$ cat src/rstc_consts.vh
// constants for the read snoop termination controller
`ifndef RSTC_CONSTS_VH
`define RSTC_CONSTS_VH

// register byte offsets
`define RSTC_OFS_CFG 4'h0
`define RSTC_OFS_STAT 4'h4
`define RSTC_OFS_RDCNT 4'h8

// config register fields
`define RSTC_CFG_LAT_LSB 0
`define RSTC_CFG_LAT_W 4
`define RSTC_CFG_BL_LSB 8
`define RSTC_CFG_BL_W 5
`define RSTC_CFG_SNOOP_BIT 16

// config reset values
`define RSTC_LAT_RST 4'h7
`define RSTC_BL_RST 5'h04
`define RSTC_SNOOP_RST 1'b1

// status register bits
`define RSTC_ST_DUAL 0
`define RSTC_ST_CAPT 1
`define RSTC_ST_DQON 2
`define RSTC_ST_HALFZQ 3
`define RSTC_ST_SEL_LSB 4
`define RSTC_ST_PEND 6

// data group termination select, held in the extended mode register
`define RSTC_EMR_SEL_LSB 2
`define RSTC_SEL_OFF 2'h0
`define RSTC_SEL_DUAL 2'h1
`define RSTC_SEL_SINGLE 2'h2
`define RSTC_SEL_RST 2'h1

// off window length is half the burst plus this
`define RSTC_OFF_EXTRA 5'h02

`endif

$ cat src/rstc_pin_sync.v
// two flip-flop synchroniser, one per bit
`timescale 1ns/1ps
module rstc_pin_sync #(
  parameter W = 1
) (
  input wire clk,
  input wire rst_b,
  input wire [W-1:0] pin_in,
  output wire [W-1:0] pin_out
);
  genvar i;
  generate
    for (i = 0; i < W; i = i + 1) begin : g_bit
      reg meta_q;
      reg sync_q;
      always @(posedge clk) begin
        if (!rst_b) begin
          meta_q <= 1'b0;
          sync_q <= 1'b0;
        end else begin
          meta_q <= pin_in[i];
          sync_q <= meta_q;
        end
      end
      assign pin_out[i] = sync_q;
    end
  endgenerate
endmodule // rstc_pin_sync

$ cat src/rstc_off_timer.v
// delay line and off-window counter, stepped once per link clock rising edge
`timescale 1ns/1ps
module rstc_off_timer #(
  parameter LAT_W = 4,
  parameter DUR_W = 5
) (
  input wire clk,
  input wire rst_b,
  input wire tick,
  input wire read_hit,
  input wire [LAT_W-1:0] lat,
  input wire [DUR_W-1:0] dur,
  output wire pending,
  output wire term_off
);
  localparam DEPTH = 1 << LAT_W;
  reg [DEPTH-1:0] hist_q;
  reg [DUR_W-1:0] cnt_q;
  reg [LAT_W-1:0] lat_m1;
  reg start;

  // start tap sits latency minus one link clocks after the read
  always @* begin
    lat_m1 = lat - {{(LAT_W-1){1'b0}}, 1'b1};
    if (lat_m1 == {LAT_W{1'b0}} || lat == {LAT_W{1'b0}}) begin
      start = read_hit;
    end else begin
      start = hist_q[lat_m1 - {{(LAT_W-1){1'b0}}, 1'b1}];
    end
  end

  always @(posedge clk) begin
    if (!rst_b) begin
      hist_q <= {DEPTH{1'b0}};
      cnt_q <= {DUR_W{1'b0}};
    end else if (tick) begin
      hist_q <= {hist_q[DEPTH-2:0], read_hit};
      // a later read reloads the count, stretching the window over both
      if (start) begin
        cnt_q <= dur;
      end else if (cnt_q != {DUR_W{1'b0}}) begin
        cnt_q <= cnt_q - {{(DUR_W-1){1'b0}}, 1'b1};
      end
    end
  end

  assign pending = |hist_q;
  assign term_off = (cnt_q != {DUR_W{1'b0}});
endmodule // rstc_off_timer

$ cat src/rstc_snoop_term.v
// read snoop data termination controller with avalon register slave
`timescale 1ns/1ps
`include "rstc_consts.vh"

// Contract
// - Any read on the command bus, chip select ignored, switches data termination off.
// - Termination goes off read latency minus one link clocks after the read.
// - Termination stays off half the burst length plus two clocks, then on.
// - Read snooping acts only when data termination is set to dual-load.
// - Reads aimed at either rank switch this device's data terminators off.
// - Command, address and other pin termination stays on always.
// - First reset pin rise samples clock enable; low means single rank, half reference.
// - Clock enable high at that rise selects dual rank configuration.
// - Extended mode register field selects data, strobe and mask termination.
module rstc_snoop_term #(
  parameter LAT_W = `RSTC_CFG_LAT_W,
  parameter BL_W = `RSTC_CFG_BL_W
) (
  input wire clk,
  input wire rst_b,
  input wire [3:0] avs_address,
  input wire avs_read,
  input wire avs_write,
  input wire [31:0] avs_writedata,
  output reg [31:0] avs_readdata,
  output wire avs_waitrequest,
  input wire link_ck,
  input wire cs_n,
  input wire ras_n,
  input wire cas_n,
  input wire we_n,
  input wire bank_addr_bit0,
  input wire bank_addr_bit1,
  input wire [11:0] addr,
  input wire cke,
  input wire dram_reset_pin,
  output wire dq_group_term_en,
  output wire [1:0] dq_group_term_sel,
  output wire cmd_addr_term_en,
  output wire addr_term_half_ref,
  output wire dual_rank
);
  // ****************************************
  // pin synchronisers
  // ****************************************
  localparam NPIN = 21;
  wire [NPIN-1:0] pin_s;

  rstc_pin_sync #(
    .W(NPIN)
  ) u_sync (
    .clk(clk),
    .rst_b(rst_b),
    .pin_in({link_ck, cs_n, ras_n, cas_n, we_n, bank_addr_bit0,
             bank_addr_bit1, addr, cke, dram_reset_pin}),
    .pin_out(pin_s)
  );

  wire ck_s = pin_s[20];
  wire cs_n_s = pin_s[19];
  wire ras_n_s = pin_s[18];
  wire cas_n_s = pin_s[17];
  wire we_n_s = pin_s[16];
  wire ba0_s = pin_s[15];
  wire ba1_s = pin_s[14];
  wire [11:0] addr_s = pin_s[13:2];
  wire cke_s = pin_s[1];
  wire rst_pin_s = pin_s[0];

  // ****************************************
  // link clock edge and reset pin edge
  // ****************************************
  reg ck_prev_q;
  reg rst_pin_prev_q;
  reg [1:0] settle_q;
  reg [1:0] settle_d;
  wire settled = (settle_q == 2'h3);
  wire ck_rise = settled & ck_s & ~ck_prev_q;
  // synchroniser flops leave reset low, so a pin idling high would look
  // like a rise until its level has walked through them
  wire rst_pin_rise = settled & rst_pin_s & ~rst_pin_prev_q;

  always @* begin
    settle_d = settle_q;
    if (!settled) begin
      settle_d = settle_q + 2'h1;
    end
  end

  always @(posedge clk) begin
    if (!rst_b) begin
      ck_prev_q <= 1'b0;
      rst_pin_prev_q <= 1'b1;
      settle_q <= 2'h0;
    end else begin
      ck_prev_q <= ck_s;
      rst_pin_prev_q <= rst_pin_s;
      settle_q <= settle_d;
    end
  end

  // ****************************************
  // rank configuration strap
  // ****************************************
  reg capt_q;
  reg capt_d;
  reg dual_q;
  reg dual_d;

  // settle count masks the synchroniser walk, so a pin held high at release is not a rise
  // capture once per rst_b; later reset pin pulses leave the strap alone
  always @* begin
    capt_d = capt_q;
    dual_d = dual_q;
    if (rst_pin_rise && !capt_q) begin
      capt_d = 1'b1;
      dual_d = cke_s;
    end
  end

  always @(posedge clk) begin
    if (!rst_b) begin
      capt_q <= 1'b0;
      dual_q <= 1'b0;
    end else begin
      capt_q <= capt_d;
      dual_q <= dual_d;
    end
  end

  assign dual_rank = dual_q;
  assign addr_term_half_ref = capt_q & ~dual_q;
  assign cmd_addr_term_en = 1'b1;

  // ****************************************
  // command decode
  // ****************************************
  // read decode leaves chip select out, so reads to either rank count
  wire cmd_read = ck_rise & ras_n_s & ~cas_n_s & we_n_s;
  wire cmd_lmr = ck_rise & ~cs_n_s & ~ras_n_s & ~cas_n_s & ~we_n_s;
  wire cmd_emr = cmd_lmr & ba0_s & ~ba1_s;

  reg [1:0] sel_q;
  reg [1:0] sel_d;

  always @* begin
    sel_d = sel_q;
    if (cmd_emr) begin
      sel_d = addr_s[`RSTC_EMR_SEL_LSB +: 2];
    end
  end

  always @(posedge clk) begin
    if (!rst_b) begin
      sel_q <= `RSTC_SEL_RST;
    end else begin
      sel_q <= sel_d;
    end
  end

  assign dq_group_term_sel = sel_q;

  // ****************************************
  // configuration registers
  // ****************************************
  reg [LAT_W-1:0] lat_q;
  reg [LAT_W-1:0] lat_d;
  reg [BL_W-1:0] bl_q;
  reg [BL_W-1:0] bl_d;
  reg snoop_en_q;
  reg snoop_en_d;
  reg [15:0] rdcnt_q;
  reg [15:0] rdcnt_d;
  reg ack_q;

  wire req = avs_read | avs_write;
  wire wr_cfg = avs_write & ~ack_q & (avs_address == `RSTC_OFS_CFG);

  always @* begin
    lat_d = lat_q;
    bl_d = bl_q;
    snoop_en_d = snoop_en_q;
    if (wr_cfg) begin
      lat_d = avs_writedata[`RSTC_CFG_LAT_LSB +: LAT_W];
      bl_d = avs_writedata[`RSTC_CFG_BL_LSB +: BL_W];
      snoop_en_d = avs_writedata[`RSTC_CFG_SNOOP_BIT];
    end
  end

  // a new latency or burst also applies to reads already in the delay line whose window has not yet started
  always @(posedge clk) begin
    if (!rst_b) begin
      lat_q <= `RSTC_LAT_RST;
      bl_q <= `RSTC_BL_RST;
      snoop_en_q <= `RSTC_SNOOP_RST;
    end else begin
      lat_q <= lat_d;
      bl_q <= bl_d;
      snoop_en_q <= snoop_en_d;
    end
  end

  // ****************************************
  // termination off window
  // ****************************************
  wire snoop_on = snoop_en_q & (sel_q == `RSTC_SEL_DUAL);
  wire read_hit = cmd_read & snoop_on;
  wire [BL_W-1:0] dur = (bl_q >> 1) + `RSTC_OFF_EXTRA;
  wire pending;
  wire term_off;

  rstc_off_timer #(
    .LAT_W(LAT_W),
    .DUR_W(BL_W)
  ) u_timer (
    .clk(clk),
    .rst_b(rst_b),
    .tick(ck_rise),
    .read_hit(read_hit),
    .lat(lat_q),
    .dur(dur),
    .pending(pending),
    .term_off(term_off)
  );

  // dual-load off only during the window; select off leaves pins open
  assign dq_group_term_en = (sel_q != `RSTC_SEL_OFF) & ~term_off;

  // ****************************************
  // read counter
  // ****************************************
  // wraps silently; software compares differences
  always @* begin
    rdcnt_d = rdcnt_q;
    if (read_hit) begin
      rdcnt_d = rdcnt_q + 16'h0001;
    end
  end

  always @(posedge clk) begin
    if (!rst_b) begin
      rdcnt_q <= 16'h0000;
    end else begin
      rdcnt_q <= rdcnt_d;
    end
  end

  // ****************************************
  // avalon slave: one wait state per access
  // ****************************************
  reg [31:0] rd_d;

  always @* begin
    rd_d = 32'h00000000;
    case (avs_address)
      `RSTC_OFS_CFG: begin
        rd_d[`RSTC_CFG_LAT_LSB +: LAT_W] = lat_q;
        rd_d[`RSTC_CFG_BL_LSB +: BL_W] = bl_q;
        rd_d[`RSTC_CFG_SNOOP_BIT] = snoop_en_q;
      end
      `RSTC_OFS_STAT: begin
        rd_d[`RSTC_ST_DUAL] = dual_q;
        rd_d[`RSTC_ST_CAPT] = capt_q;
        rd_d[`RSTC_ST_DQON] = dq_group_term_en;
        rd_d[`RSTC_ST_HALFZQ] = addr_term_half_ref;
        rd_d[`RSTC_ST_SEL_LSB +: 2] = sel_q;
        rd_d[`RSTC_ST_PEND] = pending;
      end
      `RSTC_OFS_RDCNT: begin
        rd_d[15:0] = rdcnt_q;
      end
      default: begin
        rd_d = 32'h00000000;
      end
    endcase
  end

  reg ack_d;
  reg [31:0] readdata_d;

  // one wait state keeps the read mux off the bus path at full clock rate
  always @* begin
    ack_d = req & ~ack_q;
    readdata_d = avs_readdata;
    if (avs_read && !ack_q) begin
      readdata_d = rd_d;
    end
  end

  always @(posedge clk) begin
    if (!rst_b) begin
      ack_q <= 1'b0;
      avs_readdata <= 32'h00000000;
    end else begin
      ack_q <= ack_d;
      avs_readdata <= readdata_d;
    end
  end

  assign avs_waitrequest = req & ~ack_q;
endmodule // rstc_snoop_term

$ cat config.mk
export PLATFORM = sky130hd
export DESIGN_NAME = rstc_snoop_term
export DESIGN_NICKNAME = d
export VERILOG_FILES = /design/src/rstc_pin_sync.v /design/src/rstc_off_timer.v /design/src/rstc_snoop_term.v
export VERILOG_INCLUDE_DIRS = /design/src
export SDC_FILE = /design/constraint.sdc
export NUM_CORES = 1
export LEC_CHECK = 0
export ABC_AREA = 1
export BUFFER_PORTS_ARGS = -buffer_cell sky130_fd_sc_hd__buf_2
export CAP_MARGIN = 10
export CORE_MARGIN = 8
export CORE_UTILIZATION = 38
export CTS_CLUSTER_DIAMETER = 60
export DETAILED_ROUTE_END_ITERATION = 8
export PLACE_DENSITY = 0.6
export REMOVE_ABC_BUFFERS = 1
export SKIP_LAST_GASP = 1
export SLEW_MARGIN = 0
export SYNTH_ARGS = -nofsm -noshare
export SYNTH_HDL_FRONTEND = slang
export SYNTH_SLANG_ARGS = --single-unit
$ cat constraint.sdc
create_clock -name clk -period 2.7 [get_ports clk]
set_clock_uncertainty 0.2 [all_clocks]
set_input_delay 0.405 -clock clk [delete_from_list [all_inputs] [get_ports clk]]
set_output_delay 0.405 -clock clk [all_outputs]
set_load 0.05 [all_outputs]
Word-level counts from Yosys, hierarchy flattened
Index checks and enable logic that the tools add are counted.
{ "word_totals": {"inputBits": 61, "out_inout_bits": 39, "reg_bits": 95} }
{ "classes": {"add_sub_neg": 6, "mux": 11, "magnitude_cmp": 1, "bitwise_logic": 31, "n_eq_ne": 4, "reduce_logical": 13} }
{ "ops": {"columns": ["operator", "count"], "rows": [
  ["$and A1 B1 Y1", 20],
  ["$add A16 B1 Y16 const B", 1],
  ["$reduce_or A16 Y1", 1],
  ["$logic_not A4 Y1", 3],
  ["$pmux W4 S3", 1],
  ["$mux W5", 2],
  ["$not A1 Y1", 10],
  ["$pmux W5 S2", 1],
  ["$sub A4 B1 Y4 const B", 2],
  ["$pmux W3 S2", 1],
  ["$add A4 B2 Y5 const B", 1],
  ["$lt A4 B5 Y1 const B", 1],
  ["$reduce_bool A5 Y1", 1],
  ["$sub A5 B1 Y5 const B", 1],
  ["$bmux W1 S4", 1],
  ["$eq A4 B3 Y1 const B", 1],
  ["$eq A4 B4 Y1 const B", 1],
  ["$mux W1", 4],
  ["$reduce_bool A2 Y1", 2],
  ["$mux W3", 1],
  ["$add A2 B1 Y2 const B", 1],
  ["$eq A2 B1 Y1 const B", 1],
  ["$eq A2 B2 Y1 const B", 1],
  ["$logic_and A1 B1 Y1", 2],
  ["other kinds (4)", 5]
]} }

Depth between registers and ports, before layout
{ "depth": {"word_depth": 10, "mapped_depth": 16} }

By module
A second synthesis with hierarchy kept.
{ "unflattened": {"hier_cells": 751, "area_unflattened_um2": 5393.9} }
{ "by_module_without_submodules": {"columns": ["module", "instances", "area_each_um2", "cells_each"], "rows": [
  ["rstc_snoop_term", 1, 2585.0, 382],
  ["rstc_off_timer", 1, 1427.6, 217],
  ["rstc_pin_sync", 1, 1381.3, 152]
]} }

Worst setup path before layout
OpenSTA, ideal clock, no wires.
{ "synth_path": {"path_kind": "reg2reg", "from": "reg sel_q[0] (netlist: dq_group_term_sel[0])", "to": "reg avs_readdata[2]", "setup_time_ps": 70, "stages_incl_launch_ff": 7, "path_slack_ps": 409, "required_time_ps": 2430, "path_buffers": 0, "t_arrival_ps": 2021, "cell_sequence": "dfxtp_1 inv_1 a21oi_1 nand2_1 o221ai_1 nand2_1 a21oi_1"} }
{ "synth_between": {"elab_chain_len": 3} }
{ "synth_lines": {"columns": ["element", "line_no", "text"], "rows": [
  ["start, declared", "rstc_snoop_term.v:143", "reg [1:0] sel_q;"],
  ["start signal, assigned", "rstc_snoop_term.v:155", "sel_q <= `RSTC_SEL_RST;"],
  ["start signal, assigned", "rstc_snoop_term.v:157", "sel_q <= sel_d;"],
  ["$reduce_bool A2 Y1 (no line)", null, null],
  ["$and A1 B1 Y1", "rstc_snoop_term.v:227", "assign dq_group_term_en = (sel_q != `RSTC_SEL_OFF) & ~term_off;"],
  ["via dq_group_term_en", "rstc_snoop_term.v:37", "output wire dq_group_term_en,"],
  ["$pmux W4 S3", "rstc_snoop_term.v:255", "case (avs_address)"],
  ["end signal, assigned", "rstc_snoop_term.v:296", "avs_readdata <= readdata_d;"],
  ["end, declared", "rstc_snoop_term.v:25", "output reg [31:0] avs_readdata,"]
]} }
The timed path passes the listed nets, and every way through them passes these cells.
A chain may end at the register's enable or synchronous reset.

Final worst setup path
{ "layout_path": {"from": "reg settle_q[0]", "to": "reg rdcnt_q[12]"} }
{ "layout_between": {"elab_chain_len": 7} }
{ "layout_lines": {"columns": ["element", "line_no", "text"], "rows": [
  ["start, declared", "rstc_snoop_term.v:75", "reg [1:0] settle_q;"],
  ["start signal, assigned", "rstc_snoop_term.v:98", "settle_q <= settle_d;"],
  ["$eq A2 B2 Y1", "rstc_snoop_term.v:77", "wire settled = (settle_q == 2'h3);"],
  ["$and A1 B1 Y1 (2 in series)", "rstc_snoop_term.v:78", "wire ck_rise = settled & ck_s & ~ck_prev_q;"],
  ["$and A1 B1 Y1 (3 in series)", "rstc_snoop_term.v:139", "wire cmd_read = ck_rise & ras_n_s & ~cas_n_s & we_n_s;"],
  ["$and A1 B1 Y1", "rstc_snoop_term.v:207", "wire read_hit = cmd_read & snoop_on;"],
  ["end signal, assigned", "rstc_snoop_term.v:244", "rdcnt_q <= rdcnt_d;"],
  ["end, declared", "rstc_snoop_term.v:172", "reg [15:0] rdcnt_q;"]
]} }
Every way passes these cells.

==> flow_summary.yaml <==
clock_tree:
  post_cts_buffers: 0
  cts_max_level: 3
  numCtsBuffers: 9
  clock_latency_ns: 0.35
  cts_tree: "built"
  cts_hold_repair.buffers: 0
  cts.clk_slew.worst_paths_ns: 0.08
  root_buffer: "clkbuf_16"
  post_cts_resized: 0
  cts_sinks: 95
  clk_path_buf_depth: 2
power_and_ir_drop:
  ir_worst_vdd_uv: 423
  powerDensity_mw_per_mm2: 598
  leakagePower_nw: 2.50
sta:
  worstMarginPinSlew_ns: 0.788
  timing.final.crit_period_ns: 2.38
  slew_violations: 0
  hold_viol: 0
  slew_headroom: 0.474
  tns_ns: 0
  rsz0062_at_grt: "no"
  finalSetupViolCount: 0
  min_period_over_period: 0.883
  setup_slack_ns: 0.316
  fmax_mhz: 419
run:
  cap_violations: 0
cells_and_area:
  num-fill-cells: 1132
  drive_above_1_share: 0.143
  final_cell_mix: "127 x nand2_1, 95 x dfxtp_1, 93 x inv_1"
  areaGrowthSynthToFinish_pct: 14.3
  layout_commonest_cell: "nand2_1"
  multi_input_area_sq_mm: 0.00205
  n_antenna_cell: 0
  nNetsFinal: 736
  seqCellArea_sq_mm: 0.00190
floorplan:
  num_rows: 39
  die_height_um: 124
  num_io_pins: 100
  die_area_sq_mm: 0.0155
  die_w_um: 124
  start_util: 0.390
  core_sq_mm: 0.0115
critical_path:
  cp_top_family: "simple AND/OR/NAND/NOR gates"
  critical_path.max_stage_delay_ns: 0.36
  cp_num_buf_inv: 2
  crit_arrival_ns: 2.39
  cpMaxStageDelayCell: "dfxtp_1"
  worstPathRequired_ns: 2.71
  critPathMaxFanout: 19
  cp-start-kind: "flip-flop"
  crit_type: "reg -> reg"
  path_cells: "ha_1 -> nand2_2 -> nor2_8 -> inv_6 -> nor2_4 -> nand3_4 -> inv_2 -> nand4_2 -> nor3_1 -> nor3_2"
  end_kind: "flip-flop"
outcome:
  status: "finished clean"
synthesis:
  synth_xor_xnor_area_share: 0.0176
  syn_area_sq_mm: 0.00447
  syn_inst: 620
  synth_top_area_frac: 0.426
  async_flop_share: 0
  synthFlopType: "dfxtp_1"
  synthSimpleGateAreaFrac: 0.282
  ys_warn_count: 0
  synth_top_area_cell: "dfxtp_1"
  synth-seq-area-share: 0.426
  netlist_top_cells_area: "dfxtp_1 43%, nand2_1 11%, inv_1 7.8%, nor2_1 6.3%, o21ai_0 5.4%"
  synth_area_per_cell_sq_um: 7.21
  ys_types: 38
  synth_mux_area_frac: 0
  synth_top_family_by_area: "simple AND/OR/NAND/NOR gates"
  ys_ff_latch: 95
  synth_compound_area_frac: 0.126
  synth_fa_ha_area_frac: 0.0196
  synth_enable_flop_cells: 0
routing:
  drc: 0
  drt_wl_total_um: 10200
  wire_per_inst_um: 12.6
  dr.pass1.iters: 4
  antenna_left: 0
  drt_iter0_markers: 242
  via_count: 3870
  routed_via_density: 4.74
global_routing:
  grt_usage: 0.131
  grt_overflow: 0
  antenna_found_initial: 0
  grt_first_pass_wirelength_um: 17000
  grt_pass1_vias: 3560
  grt_max_degree: 44
placed_design:
  gp_congestion: 0.813
  place_ws_ns: 0.307
  dp_hpwl_um: 7550
  port_buffers: 51
worst_hold_path:
  hold_path.class: "in -> reg"
cells in the mapped netlist, types with 3 or more instances:
library cell / number
nand2_1: 127
dfxtp_1: 95
xor2_1: 9
o21ai_0: 48
o221ai_1: 9
ha_1: 7
buf_4: 19
nor3_1: 9
inv_1: 93
nand3_2: 3
nand3_1: 34
clkbuf_1: 13
a21oi_1: 36
nor2_1: 75
nor4_1: 10
nand4_1: 3
area by class of cell:
class,count,share of cell area
multi-input combinational,408,0.402
tap,143,0.0350
sequential,95,0.372
timing repair buffer,58,0.0603
inverter,96,0.0715
clock buffer,10,0.0468
clock inverter,6,0.0125
flip-flops by register name, indices dropped and copies added, names as in the netlist:
register             flops
ck_prev_q                1
rdcnt_q                 16
u_sync.g_bit.sync_q     11
bl_q                     5
dq_group_term_sel        2
u_sync.g_bit.meta_q     11
avs_readdata            17
ack_q                    1
dual_rank                1
lat_q                    4
settle_q                 2
rst_pin_prev_q           1
u_timer.cnt_q            5
capt_q                   1
u_timer.hist_q          16
snoop_en_q               1
logic make-up after synthesis:
| family | after synthesis |
|---|---|
| simple gates | 275 |
| buf+inv | 131 |
| compound gates | 101 |
| flops | 95 |
| xor+xnor | 9 |
| fa+ha+maj | 7 |
| other cells | 2 |
per-stage QoR:
| stage | power (mW) | area (sq um) | hold WS, ns | cells | util |
|---|---|---|---|---|---|
| after global placement | 1.81 | 4800 | 0.193 | 800 | 0.419 |
| final | 3.06 | 5110 | 0.0386 | 816 | 0.445 |
| after floorplan | 1.72 | 4320 | 0.190 | 599 | - |
| after CTS | 3.09 | 5110 | 0.0248 | 816 | 0.445 |
| after global routing | 3.18 | 5110 | 0.0345 | 816 | 0.445 |
| after detailed placement | 1.82 | 4800 | 0.195 | 800 | 0.419 |
worst reg2reg max path, stage by stage, from the launching register on:
cell	delay, ns
dfxtp_1	0.36
ha_1	0.25
nand2_2	0.11
nor2_8	0.28
inv_6	0.14
nor2_4	0.15
nand3_4	0.14
inv_2	0.15
nand4_2	0.17
nor3_1	0.23
nor3_2	0.06
layer usage:
layer | track usage | up-vias | wire, um
li1 | - | 2048 | -
met1 | 0.173 | 1727 | 5170
met2 | 0.200 | 87 | 4460
met3 | 0.0374 | 8 | 512
met4 | 0.0404 | 0 | 102
met5 | 0 | - | 0
power breakdown:
part	total (mW)	switching [mW]	internal [mW]
clock	1.27	0.593	0.676
combinational	0.309	0.230	0.0794
sequential	1.48	0.0266	1.45
worst paths after layout:
check,startpoint,endpoint,slack (ns),cells after the start
worst max-delay path,settle_q[0]$_SDFFE_PN0P_,rdcnt_q[12]$_SDFFE_PN0P_,0.32,10
worst min-delay path,bank_addr_bit1,u_sync.g_bit[14].meta_q$_SDFF_PN0_,0.04,3
worst max register to register,settle_q[0]$_SDFFE_PN0P_,rdcnt_q[12]$_SDFFE_PN0P_,0.32,10
worst min register to register,u_sync.g_bit[14].meta_q$_SDFF_PN0_,u_sync.g_bit[14].sync_q$_SDFF_PN0_,0.21,2
No activity file was read; power rests on OpenSTA's default activity.
